**config.mk**
```make
export PLATFORM = sky130hd
export DESIGN_NAME = sleep_trim_regs
export DESIGN_NICKNAME = d
export VERILOG_FILES = /design/src/include/sleep_trim_pkg.sv /design/src/include/pattern_mem_if.sv /design/src/pattern_mem.sv /design/src/sleep_trim_regs.sv
export SDC_FILE = /design/constraint.sdc
export NUM_CORES = 1
export LEC_CHECK = 0
export BUFFER_PORTS_ARGS = -buffer_cell sky130_fd_sc_hd__buf_2
export CAP_MARGIN = 20
export CELL_PAD_IN_SITES_DETAIL_PLACEMENT = 1
export CELL_PAD_IN_SITES_GLOBAL_PLACEMENT = 2
export CORE_ASPECT_RATIO = 0.8
export CORE_MARGIN = 2
export CORE_UTILIZATION = 41
export DETAILED_ROUTE_END_ITERATION = 12
export MAX_ROUTING_LAYER = met4
export PLACE_DENSITY_LB_ADDON = 0.1
export SYNTH_ARGS = -nofsm -noshare
export SYNTH_HDL_FRONTEND = slang
export SYNTH_SLANG_ARGS = --single-unit
```
**constraint.sdc**
```tcl
create_clock -name clock_i -period 2.63 [get_ports clock_i]
set_clock_uncertainty 0.2 [all_clocks]
set_input_delay 0.1315 -clock clock_i [delete_from_list [all_inputs] [get_ports clock_i]]
set_output_delay 0.1315 -clock clock_i [all_outputs]
set_load 0.01 [all_outputs]
```
**src/include/sleep_trim_pkg.sv**
```systemverilog
// Purpose: Constants and types for the sleep mask, delay trim and
//          input pattern checker register slice.
// Assumes: 32-bit Avalon-MM data, word-aligned byte addresses.
// Notes:   Byte address of a register is four times its index.
package sleep_trim_pkg;
    localparam int DATA_W = 16;
    localparam int BUS_W = 32;
    localparam int ADDR_W = 8;
    localparam int IDX_W = 6;
    localparam int POS_W = 3;
    localparam int PATTERN_DEPTH = 8;

    // Register indices
    localparam logic [IDX_W-1:0] IDX_SLEEP_MASK = 6'h23;
    localparam logic [IDX_W-1:0] IDX_DELAY_TRIM = 6'h24;
    localparam logic [IDX_W-1:0] IDX_WORD_ZERO = 6'h25;
    localparam logic [IDX_W-1:0] IDX_WORD_LAST = 6'h2C;
    localparam logic [IDX_W-1:0] IDX_SERIAL_SLEEP = 6'h3D;
    localparam logic [IDX_W-1:0] IDX_CHECK_CTRL = 6'h3E;

    // Reset values
    localparam logic [DATA_W-1:0] RST_SLEEP_MASK = 16'hFFFF;
    localparam logic [DATA_W-1:0] RST_SERIAL_SLEEP = 16'h0000;
    localparam logic [2:0] RST_DELAY = 3'h0;
    localparam logic [PATTERN_DEPTH-1:0][DATA_W-1:0] RST_WORDS = {
        16'hC6C6, 16'hAAAA, 16'h1616, 16'h1A1A,
        16'h4545, 16'hEAEA, 16'hB6B6, 16'h7A7A};

    // Sleep mask bit positions
    localparam int SLEEP_IN_PHASE = 14;
    localparam int SLEEP_QUADRATURE = 13;
    localparam int SLEEP_CLOCK_RX = 11;
    localparam int SLEEP_PLL = 10;
    localparam int SLEEP_DATA_RX = 9;
    localparam int SLEEP_CONTROL_RX = 8;
    localparam int SLEEP_TEMP_SENSOR = 7;
    localparam int SLEEP_BIAS_AMP = 5;
    localparam logic [DATA_W-1:0] SLEEP_USED = 16'h6FA0;

    // Delay trim fields, step of roughly 50 ps per count
    localparam int DATA_DLY_HI = 15;
    localparam int DATA_DLY_LO = 13;
    localparam int CLK_DLY_HI = 12;
    localparam int CLK_DLY_LO = 10;
    localparam int DELAY_STEP_PS = 50;

    // Check control bits
    localparam int CTRL_ENABLE = 0;
    localparam int CTRL_MISMATCH = 1;
    localparam int CTRL_SYNCED = 2;

    typedef enum logic [1:0] {
        BUS_IDLE = 2'b00,
        BUS_FETCH = 2'b01,
        BUS_DONE = 2'b10
    } bus_phase_type;
endpackage

```
**src/include/pattern_mem_if.sv**
```systemverilog
// Purpose: Carrier between the register slice and its pattern memory.
// Assumes: One write port, two registered read ports.
// Notes:   ctrl drives addresses, mem returns registered data.
`timescale 1ns/100ps
interface pattern_mem_if;
    logic we;
    logic [2:0] waddr;
    logic [15:0] wdata;
    logic [1:0] wbe;
    logic [2:0] bus_raddr;
    logic [15:0] bus_rdata;
    logic [2:0] chk_raddr;
    logic [15:0] chk_rdata;
    modport ctrl (output we, waddr, wdata, wbe, bus_raddr, chk_raddr,
                  input bus_rdata, chk_rdata);
    modport mem (input we, waddr, wdata, wbe, bus_raddr, chk_raddr,
                 output bus_rdata, chk_rdata);
endinterface

```
**src/pattern_mem.sv**
```systemverilog
// Purpose: Eight-word expected input pattern with registered reads.
// Assumes: Byte enables act on the two lanes of a word.
// Notes:   Words reset to their default pattern values.
`timescale 1ns/100ps
module pattern_mem
(
    // Clock and reset
    input wire logic clock_i,
    input wire logic rstn_i,
    // Access port
    pattern_mem_if.mem port
);
    import sleep_trim_pkg::*;

    typedef struct packed {
        logic [PATTERN_DEPTH-1:0][DATA_W-1:0] words;
        logic [DATA_W-1:0] bus_q;
        logic [DATA_W-1:0] chk_q;
    } mem_state_type;

    mem_state_type st_reg;
    mem_state_type st_next;

    always_comb
    begin
        st_next = st_reg;
        if (port.we)
        begin
            if (port.wbe[0])
                st_next.words[port.waddr][7:0] = port.wdata[7:0];
            if (port.wbe[1])
                st_next.words[port.waddr][15:8] = port.wdata[15:8];
        end
        st_next.bus_q = st_reg.words[port.bus_raddr];
        st_next.chk_q = st_reg.words[port.chk_raddr];
    end

    always_ff @(posedge clock_i or negedge rstn_i)
    begin
        if (!rstn_i)
            st_reg <= '{words: RST_WORDS, bus_q: '0, chk_q: '0};
        else
            st_reg <= st_next;
    end

    assign port.bus_rdata = st_reg.bus_q;
    assign port.chk_rdata = st_reg.chk_q;
endmodule // pattern_mem

```
**src/sleep_trim_regs.sv**
```systemverilog
// Purpose: Sleep pin mask, receiver delay trim and input pattern check.
// Assumes: Avalon-MM slave, word-aligned byte addresses, inputs are
//          synchronous to clock_i.
// Notes:   Rules of operation follow.
//
// Design decision made here: the Avalon-MM slave port.
`timescale 1ns/100ps
module sleep_trim_regs
(
    // Clock and reset
    input wire logic clock_i,
    input wire logic rstn_i,
    // Avalon-MM slave
    input wire logic [sleep_trim_pkg::ADDR_W-1:0] address_i,
    input wire logic read_i,
    input wire logic write_i,
    input wire logic [sleep_trim_pkg::BUS_W-1:0] writedata_i,
    input wire logic [3:0] byteenable_i,
    output logic [sleep_trim_pkg::BUS_W-1:0] readdata_o,
    output logic waitrequest_o,
    // Sleep pin and block sleep controls
    input wire logic sleep_pin_i,
    output logic [sleep_trim_pkg::DATA_W-1:0] block_sleep_o,
    // Receiver delay trims
    output logic [2:0] data_delay_o,
    output logic [2:0] clock_delay_o,
    // Received input data and pattern check result
    input wire logic [sleep_trim_pkg::DATA_W-1:0] rx_word_i,
    input wire logic rx_valid_i,
    input wire logic frame_i,
    output logic check_mismatch_o
);
    import sleep_trim_pkg::*;

    typedef struct packed {
        bus_phase_type phase;
        logic [BUS_W-1:0] readdata;
        logic [DATA_W-1:0] mask;
        logic [DATA_W-1:0] serial_sleep;
        logic [2:0] data_dly;
        logic [2:0] clk_dly;
        logic [DATA_W-1:0] sleep_out;
        logic chk_en;
        logic mismatch;
        logic synced;
        logic frame_prev;
        logic [POS_W-1:0] pos;
        logic cmp_valid;
        logic [DATA_W-1:0] cmp_word;
    } state_type;

    state_type st_reg;
    state_type st_next;
    pattern_mem_if mem_port ();

    logic [IDX_W-1:0] index;
    logic request;
    logic done;
    logic frame_rise;
    logic [POS_W-1:0] pos_now;
    logic clear_mismatch;

    function automatic logic in_pattern(input logic [IDX_W-1:0] idx);
        return (idx >= IDX_WORD_ZERO) && (idx <= IDX_WORD_LAST);
    endfunction

    function automatic logic [POS_W-1:0] slot(input logic [IDX_W-1:0] idx);
        logic [IDX_W-1:0] d;
        d = idx - IDX_WORD_ZERO;
        return d[POS_W-1:0];
    endfunction

    function automatic logic [DATA_W-1:0] merge(
        input logic [DATA_W-1:0] old_v,
        input logic [DATA_W-1:0] new_v,
        input logic [1:0] be);
        logic [DATA_W-1:0] r;
        r = old_v;
        if (be[0])
            r[7:0] = new_v[7:0];
        if (be[1])
            r[15:8] = new_v[15:8];
        return r;
    endfunction

    assign index = address_i[ADDR_W-1:2];
    assign request = read_i | write_i;
    assign done = request && (st_reg.phase == BUS_DONE);
    assign waitrequest_o = request && (st_reg.phase != BUS_DONE);
    assign frame_rise = frame_i && !st_reg.frame_prev;
    assign pos_now = frame_rise ? '0 : POS_W'(st_reg.pos + 1'b1);
    assign clear_mismatch = done && write_i && (index == IDX_CHECK_CTRL)
        && byteenable_i[0] && writedata_i[CTRL_MISMATCH];

    // Pattern memory ports
    assign mem_port.we = done && write_i && in_pattern(index);
    assign mem_port.waddr = slot(index);
    assign mem_port.wdata = writedata_i[DATA_W-1:0];
    assign mem_port.wbe = byteenable_i[1:0];
    assign mem_port.bus_raddr = slot(index);
    assign mem_port.chk_raddr = pos_now;

    pattern_mem u_mem
    (
        .clock_i(clock_i),
        .rstn_i(rstn_i),
        .port(mem_port.mem)
    );

    always_comb
    begin
        logic [DATA_W-1:0] rd;
        logic [DATA_W-1:0] trim;
        rd = '0;
        trim = '0;
        st_next = st_reg;

        // Bus phases: address, fetch, answer
        case (st_reg.phase)
            BUS_IDLE:
                if (request)
                    st_next.phase = BUS_FETCH;
            BUS_FETCH:
            begin
                trim[DATA_DLY_HI:DATA_DLY_LO] = st_reg.data_dly;
                trim[CLK_DLY_HI:CLK_DLY_LO] = st_reg.clk_dly;
                if (in_pattern(index))
                    rd = mem_port.bus_rdata;
                else if (index == IDX_SLEEP_MASK)
                    rd = st_reg.mask;
                else if (index == IDX_DELAY_TRIM)
                    rd = trim;
                else if (index == IDX_SERIAL_SLEEP)
                    rd = st_reg.serial_sleep;
                else if (index == IDX_CHECK_CTRL)
                begin
                    rd[CTRL_ENABLE] = st_reg.chk_en;
                    rd[CTRL_MISMATCH] = st_reg.mismatch;
                    rd[CTRL_SYNCED] = st_reg.synced;
                end
                st_next.readdata = {{(BUS_W-DATA_W){1'b0}}, rd};
                st_next.phase = request ? BUS_DONE : BUS_IDLE;
            end
            BUS_DONE:
                st_next.phase = BUS_IDLE;
            default:
                st_next.phase = BUS_IDLE;
        endcase

        // Register writes take effect on the answering edge
        if (done && write_i)
        begin
            if (index == IDX_SLEEP_MASK)
                st_next.mask = merge(st_reg.mask, writedata_i[DATA_W-1:0],
                    byteenable_i[1:0]);
            if (index == IDX_SERIAL_SLEEP)
                st_next.serial_sleep = merge(st_reg.serial_sleep,
                    writedata_i[DATA_W-1:0], byteenable_i[1:0]);
            if (index == IDX_DELAY_TRIM && byteenable_i[1])
            begin
                st_next.data_dly = writedata_i[DATA_DLY_HI:DATA_DLY_LO];
                st_next.clk_dly = writedata_i[CLK_DLY_HI:CLK_DLY_LO];
            end
            if (index == IDX_CHECK_CTRL && byteenable_i[0])
                st_next.chk_en = writedata_i[CTRL_ENABLE];
        end

        // Pin path gated by mask, used serial bits always kept
        st_next.sleep_out = ((st_reg.mask & {DATA_W{sleep_pin_i}})
            | st_reg.serial_sleep) & SLEEP_USED;

        // Sequence position follows the frame marker
        st_next.frame_prev = frame_i;
        st_next.cmp_valid = 1'b0;
        if (rx_valid_i)
        begin
            st_next.pos = pos_now;
            if (frame_rise)
                st_next.synced = 1'b1;
            st_next.cmp_valid = st_reg.chk_en && (frame_rise || st_reg.synced);
            st_next.cmp_word = rx_word_i;
        end
        if (!st_reg.chk_en)
            st_next.synced = 1'b0;

        // Sticky mismatch, a new mismatch beats the clear
        if (clear_mismatch)
            st_next.mismatch = 1'b0;
        if (st_reg.cmp_valid && (st_reg.cmp_word != mem_port.chk_rdata))
            st_next.mismatch = 1'b1;
    end

    always_ff @(posedge clock_i or negedge rstn_i)
    begin
        if (!rstn_i)
            st_reg <= '{phase: BUS_IDLE, readdata: '0,
                mask: RST_SLEEP_MASK, serial_sleep: RST_SERIAL_SLEEP,
                data_dly: RST_DELAY, clk_dly: RST_DELAY, sleep_out: '0,
                chk_en: 1'b0, mismatch: 1'b0, synced: 1'b0,
                frame_prev: 1'b0, pos: '0, cmp_valid: 1'b0, cmp_word: '0};
        else
            st_reg <= st_next;
    end

    assign readdata_o = st_reg.readdata;
    assign block_sleep_o = st_reg.sleep_out;
    assign data_delay_o = st_reg.data_dly;
    assign clock_delay_o = st_reg.clk_dly;
    assign check_mismatch_o = st_reg.mismatch;
endmodule // sleep_trim_regs

```
==> Yosys cells after proc, flatten, opt, wreduce, memory -nomap -nowiden <==
Cells that the tools add are included.
{ "totals": {"output_inout_bits": 56, "inputBits": 67, "reg_bits": 248} }
{ "classes": {"addsub": 2, "n_reduce_logical": 25, "muxes": 29, "magnitude_cmp": 5, "n_eq_ne": 11, "bitwise_logic": 3} }
{ "op_table": {"columns": ["cell", "count"], "rows": [
  ["$mux W128", 3],
  ["$bwmux W128", 2],
  ["$bmux W16 S3", 2],
  ["$demux W16 S3", 2],
  ["$mux W16", 6],
  ["$eq A6 B6 Y1 const B", 4],
  ["$mux W17", 1],
  ["$ne A16 B16 Y1", 1],
  ["$and A15 B15 Y15", 1],
  ["$or A15 B15 Y15", 1],
  ["$logic_and A1 B1 Y1", 14],
  ["$mux W13", 1],
  ["$reduce_and A3 Y1", 4],
  ["$mux W3", 3],
  ["$lt A3 B4 Y1 const B", 2],
  ["$mux W8", 1],
  ["$ge A6 B6 Y1 const B", 1],
  ["$le A6 B6 Y1 const B", 1],
  ["$ne A2 B2 Y1 const B", 3],
  ["$reduce_and A2 Y1", 3],
  ["$mux W1", 5],
  ["$mux W2", 2],
  ["$pmux W2 S2", 1],
  ["$add A3 B1 Y3 const B", 1],
  ["other kinds (10)", 10]
]} }

==> Logic depth before layout (Yosys ltp) <==
{ "logic_depth": {"word_depth": 10, "ltp_mapped": 12, "depth_no_buf": 7} }

==> By module <==
From an unflattened synthesis, not the netlist that was laid out.
{ "hier_totals": {"hier_cells": 856, "hier_area_um2": 12494.5} }
{ "modules_own_cells": {"columns": ["mod", "cells_per_inst", "instances", "area_per_inst_um2", "seq_area_each_um2"], "rows": [
  ["pattern_mem", 463, 1, 7973.9, 4083.9],
  ["sleep_trim_regs", 393, 1, 4520.6, 2222.1]
]} }

==> Least setup slack after synthesis <==
OpenSTA, ideal clock, no wires.
{ "synth_path": {"path_type": "in2reg", "startpoint": "input address_i[2] (netlist name)", "endpoint": "register u_mem.st_reg[32] (netlist name)", "path_stages": 10, "path_buffers": 3, "slack_ns": -0.163, "t_arrival_ns": 2.468, "cell_sequence": "clkbuf_1 -> inv_1 -> clkbuf_1 -> ha_1 -> nand2b_1 -> a21oi_4 -> or2_1 -> buf_6 -> nor4_4 -> mux2_2"} }
{ "synth_via": {"elab_chain_cells": 10, "elab_cells_between_ends": 16} }
{ "synth_rtl": {"columns": ["element", "line", "rtl"], "rows": [
  ["start: declaration", "sleep_trim_regs.sv:14", "input wire logic [sleep_trim_pkg::ADDR_W-1:0] address_i,"],
  ["$sub A3 B3 Y3", "sleep_trim_regs.sv:69", "d = idx - IDX_WORD_ZERO;"],
  ["$lt A3 B4 Y1 (not written as such) or $ge A3 B1 Y1 (tied branches)", "pattern_mem.sv:30", "st_next.words[port.waddr][7:0] = port.wdata[7:0];"],
  ["$logic_and A1 B1 Y1 (not written as such)", "pattern_mem.sv:30", null],
  ["$mux W8 (not written as such)", "pattern_mem.sv:30", null],
  ["$demux W16 S3", null, null],
  ["$bwmux W128", "pattern_mem.sv:30", null],
  ["$mux W128", "pattern_mem.sv:29", "if (port.wbe[0])"],
  ["$mux W128", "pattern_mem.sv:27", "if (port.we)"],
  ["$bwmux W128", "pattern_mem.sv:32", "st_next.words[port.waddr][15:8] = port.wdata[15:8];"],
  ["$mux W128", "pattern_mem.sv:31", "if (port.wbe[1])"],
  ["end signal: assignment", "pattern_mem.sv:41", "st_reg <= '{words: RST_WORDS, bus_q: '0, chk_q: '0};"],
  ["end signal: assignment", "pattern_mem.sv:43", "st_reg <= st_next;"],
  ["end: declaration", "pattern_mem.sv:21", "mem_state_type st_reg;"]
]} }
Parallel ways exist; a longest one is shown, timed or not. The select of a mux whose other input is x is not followed.
A chain may end at the register's enable or synchronous reset.

==> Worst setup path after layout <==
{ "layout_path": {"startpoint": "input address_i[2] (netlist name)", "endpoint": "register u_mem.st_reg[47] (netlist name)"} }
{ "layout_via": {"elab_chain_cells": 7, "elab_cells_between_ends": 16} }
{ "layout_rtl": {"columns": ["element", "line"], "rows": [
  ["$sub A3 B3 Y3", "sleep_trim_regs.sv:69"],
  ["$lt A3 B4 Y1 (not written as such) (tied with other cells)", "pattern_mem.sv:32"],
  ["$logic_and A1 B1 Y1 (not written as such) or $bwmux W128 (tied branches)", "pattern_mem.sv:32, pattern_mem.sv:30"],
  ["$mux W16 (not written as such) or $mux W128 (tied branches)", "pattern_mem.sv:32, pattern_mem.sv:29"],
  ["$demux W16 S3 or $mux W128 (tied branches)", null],
  ["$bwmux W128", "pattern_mem.sv:32"],
  ["$mux W128", "pattern_mem.sv:31"]
]} }
Parallel ways exist; a longest one is shown, timed or not. The select of a mux whose other input is x is not followed.

==> summary.txt <==
Status -> finished, final reports clean
Slew Viols, Final -> 0
Most frequent cells in the layout -> 200 x mux2_2, 168 x dfrtp_1, 80 x dfstp_2
TritonCTS clock tree -> yes
# port buffers -> 78
WL/cell -> 22.69 microns
Critical path buffers and inverters -> 5
Yosys reg bits -> 248
Worst-case hold path end point -> readdata_o[11]
Synthesized area per cell -> 12.68 sq um
CP most frequent cell -> buf_4
Grt ovf -> 0
Crit. End Element -> register
Routed wire length -> 33,870 microns
Vias in the first global route -> 8,339
Reg clk slew, reported paths -> 60 ps
Die Area -> 0.03123 sq mm
Setup CP Type -> in2reg
Worst Hold Class -> in2reg
Post-Syn Area -> 0.01223 sq mm
Post-synth EDFFs -> 0
Fill cells -> 3,000
R2r endpoint -> u_mem.port.chk_rdata[14]
Die Y -> 158.5 microns
Required time of the critical path -> 2850 ps
Die Wd -> 197.1 microns
Root Driver -> clkbuf_16
Share of layout cells above drive strength 1 -> 46.15%
Hold slack -> 62.15 ps
Max clock buf depth -> 3
First-pass GRT wire length -> 51,800 microns
Final Non-Filler Cells -> 1,493
Hold depth -> 5
Final setup violation count -> 0
Post-Syn Instances -> 964
Least-Margin Pin Slew -> 728.3 ps
Pre-antenna DRT Iters -> 4
Via density per instance -> 5.456
Clk_lat worst skew -> 540 ps
R2r worst-path depth -> 6
Final routed DRC violation total -> 0
Ant. Diodes -> 0
Most common cell after layout, fill and taps aside -> mux2_2
Main synth FF type -> dfrtp_1
Slowest stage delay, CP -> 560 ps
Overall routing resource usage -> 22.73%
Power density over the cells -> 712.0 mW/mm^2
Leak pwr -> 6.763 nW
Setup_tns -> 0 ps
Cts bufs inserted -> 28
Area Overhead vs Synth -> 19.84%
Max FFs per register -> 128
Tot Pwr -> 10.43 mW
Netlist cell types -> 59
Placed cells -> 1,384
# H-tree levels -> 1
Crit Path Max Fanout -> 9
Period utilization -> 92.92%
Initial Util -> 41.65%
Max-cap violations -> 0
VDD IR-drop max -> 0.4537 mV
Rel. slew slack -> 51.45%
RD Place Congestion -> 0.7814
Final min period -> 2444 ps
Post-route ant nets -> 0
Initial antenna violation count -> 3
Critical Path, Cell by Cell -> dlygate4sd3_1 > buf_2 > inv_1 > ha_2 > nand2b_1 > a21oi_4 > or2_1 > buf_4 > nor4_4 > buf_4 > mux2_2
HPWL Detailed -> 23,230 microns
RSZ-0062 raised after global routing -> false
Net count of the finished layout -> 1,166
Core area -> 0.02936 sq mm
FF-to-FF Start -> st_reg[17]
Post-synthesis sequential area ratio -> 51.57%
DR iter-0 viols -> 332
I/O pin total -> 123
Fmax -> 409.2 MHz
Clk sink count -> 248
Crit path DAT -> 2670 ps
HP Start -> address_i[6]
DR vias -> 8,146
Final Hold Viols -> 0
Largest net degree at the start of global routing -> 61
CP delay by family, top -> buffers and inverters
Row count -> 56
Startpoint types -> input port
Reg2reg setup slack -> 250 ps
Slowest stage cell, crit path -> dlygate4sd3_1
Yosys warnings -> 0
Async set-reset flop share out of synthesis -> 100.0%
-- worst reg2reg max path, cell delays in order, from the launching register on --
cell and delay (ps):
dfrtp_1 500, ha_1 270, xnor2_1 160, nor2_4 180, buf_12 270, mux4_2 360, mux2_2 300
-- cells in the mapped netlist (all sizes together), types with 5 or more instances --
| library cell | count | share of area (%) |
|---|---|---|
| and2 | 5 | 0.26 |
| xor2 | 17 | 1.2 |
| a221oi | 9 | 0.64 |
| ha | 5 | 0.51 |
| a21o | 8 | 0.49 |
| dfrtp | 168 | 34 |
| mux2i | 28 | 2.3 |
| o211ai | 7 | 0.43 |
| and3 | 5 | 0.26 |
| o21ai | 64 | 2.7 |
| o22ai | 20 | 1.0 |
| a22oi | 13 | 0.80 |
| nor4 | 6 | 0.55 |
| buf | 89 | 4.8 |
| o221ai | 14 | 1.0 |
| nand2 | 61 | 1.9 |
| nand3 | 12 | 0.49 |
| mux4 | 24 | 4.4 |
| nor3 | 11 | 0.90 |
| inv | 5 | 0.15 |
| nor2b | 10 | 0.51 |
| a21oi | 19 | 0.87 |
| mux2 | 200 | 18 |
| clkbuf | 36 | 1.1 |
| nor2 | 18 | 0.57 |
| dfstp | 80 | 17 |
-- per-stage QoR --
stage	util [%]	worst slack [ps]	instance area, sq um
after CTS	49.91	224.9	14650
after global routing	49.91	66.99	14650
final	49.91	186.1	14650
after global placement	44.63	303.0	13100
after floorplan	-	29.87	12320
after detailed placement	44.63	243.2	13100
-- per-layer routing --
| layer | routed length [microns] | vias up | global-route usage [%] |
|---|---|---|---|
| li1 | - | 3695 | - |
| met1 | 17080 | 4255 | 33.45 |
| met2 | 14990 | 159 | 33.96 |
| met3 | 1188 | 37 | 2.796 |
| met4 | 616 | 0 | 4.583 |
| met5 | 0 | - | - |
-- power breakdown --
part	leakage, nW	switching, mW	total, mW	internal (mW)
registers	3.11	0.239	4.45	4.21
logic	3.18	1.14	1.98	0.834
clock network	0.477	1.55	4.00	2.46
total	6.76	2.93	10.4	7.51
-- worst max path at each step --
stage	to	startpoint	depth (start not counted)
3_5_place_dp	u_mem.st_reg[85]	address_i[2]	10
3_3_place_gp	st_reg[73]	address_i[2]	8
4_1_cts	u_mem.st_reg[47]	address_i[2]	11
5_1_grt	u_mem.port.bus_rdata[1]	address_i[2]	9
2_1_floorplan	u_mem.st_reg[32]	address_i[2]	10
6_report	u_mem.st_reg[47]	address_i[2]	11
-- cells by family (layout without fill, tap and decap cells) --
family	Yosys count	count (layout)	share of synthesized area [%]
mux	252	252	25.13
compound gates	168	168	9.025
buf+inv	130	259	6.068
flops	248	248	51.57
simple gates	141	141	6.303
other cells	1	24	0.03067
fa+ha+maj	5	5	0.5116
xor+xnor	19	19	1.361
-- layout make-up --
| class | count | area [sq um] | area share (%) |
|---|---|---|---|
| inverters | 5 | 18.77 | 0.1281 |
| clock buffers | 44 | 872.1 | 5.951 |
| repair buffers | 202 | 1604 | 10.95 |
| flip-flops and latches | 248 | 6306 | 43.03 |
| well taps | 377 | 471.7 | 3.219 |
| clock inverters | 8 | 92.59 | 0.6318 |
| multi-input cells | 609 | 5289 | 36.09 |
-- timing repair --
| action | 4_1_cts | 5_1_grt |
|---|---|---|
| gates resized for setup | 0 | 0 |
| hold buffers | 57 | 0 |
| hold endpoints to repair | 395 | 0 |
| setup buffers | 0 | 0 |
(Power assumes the default switching activity.)
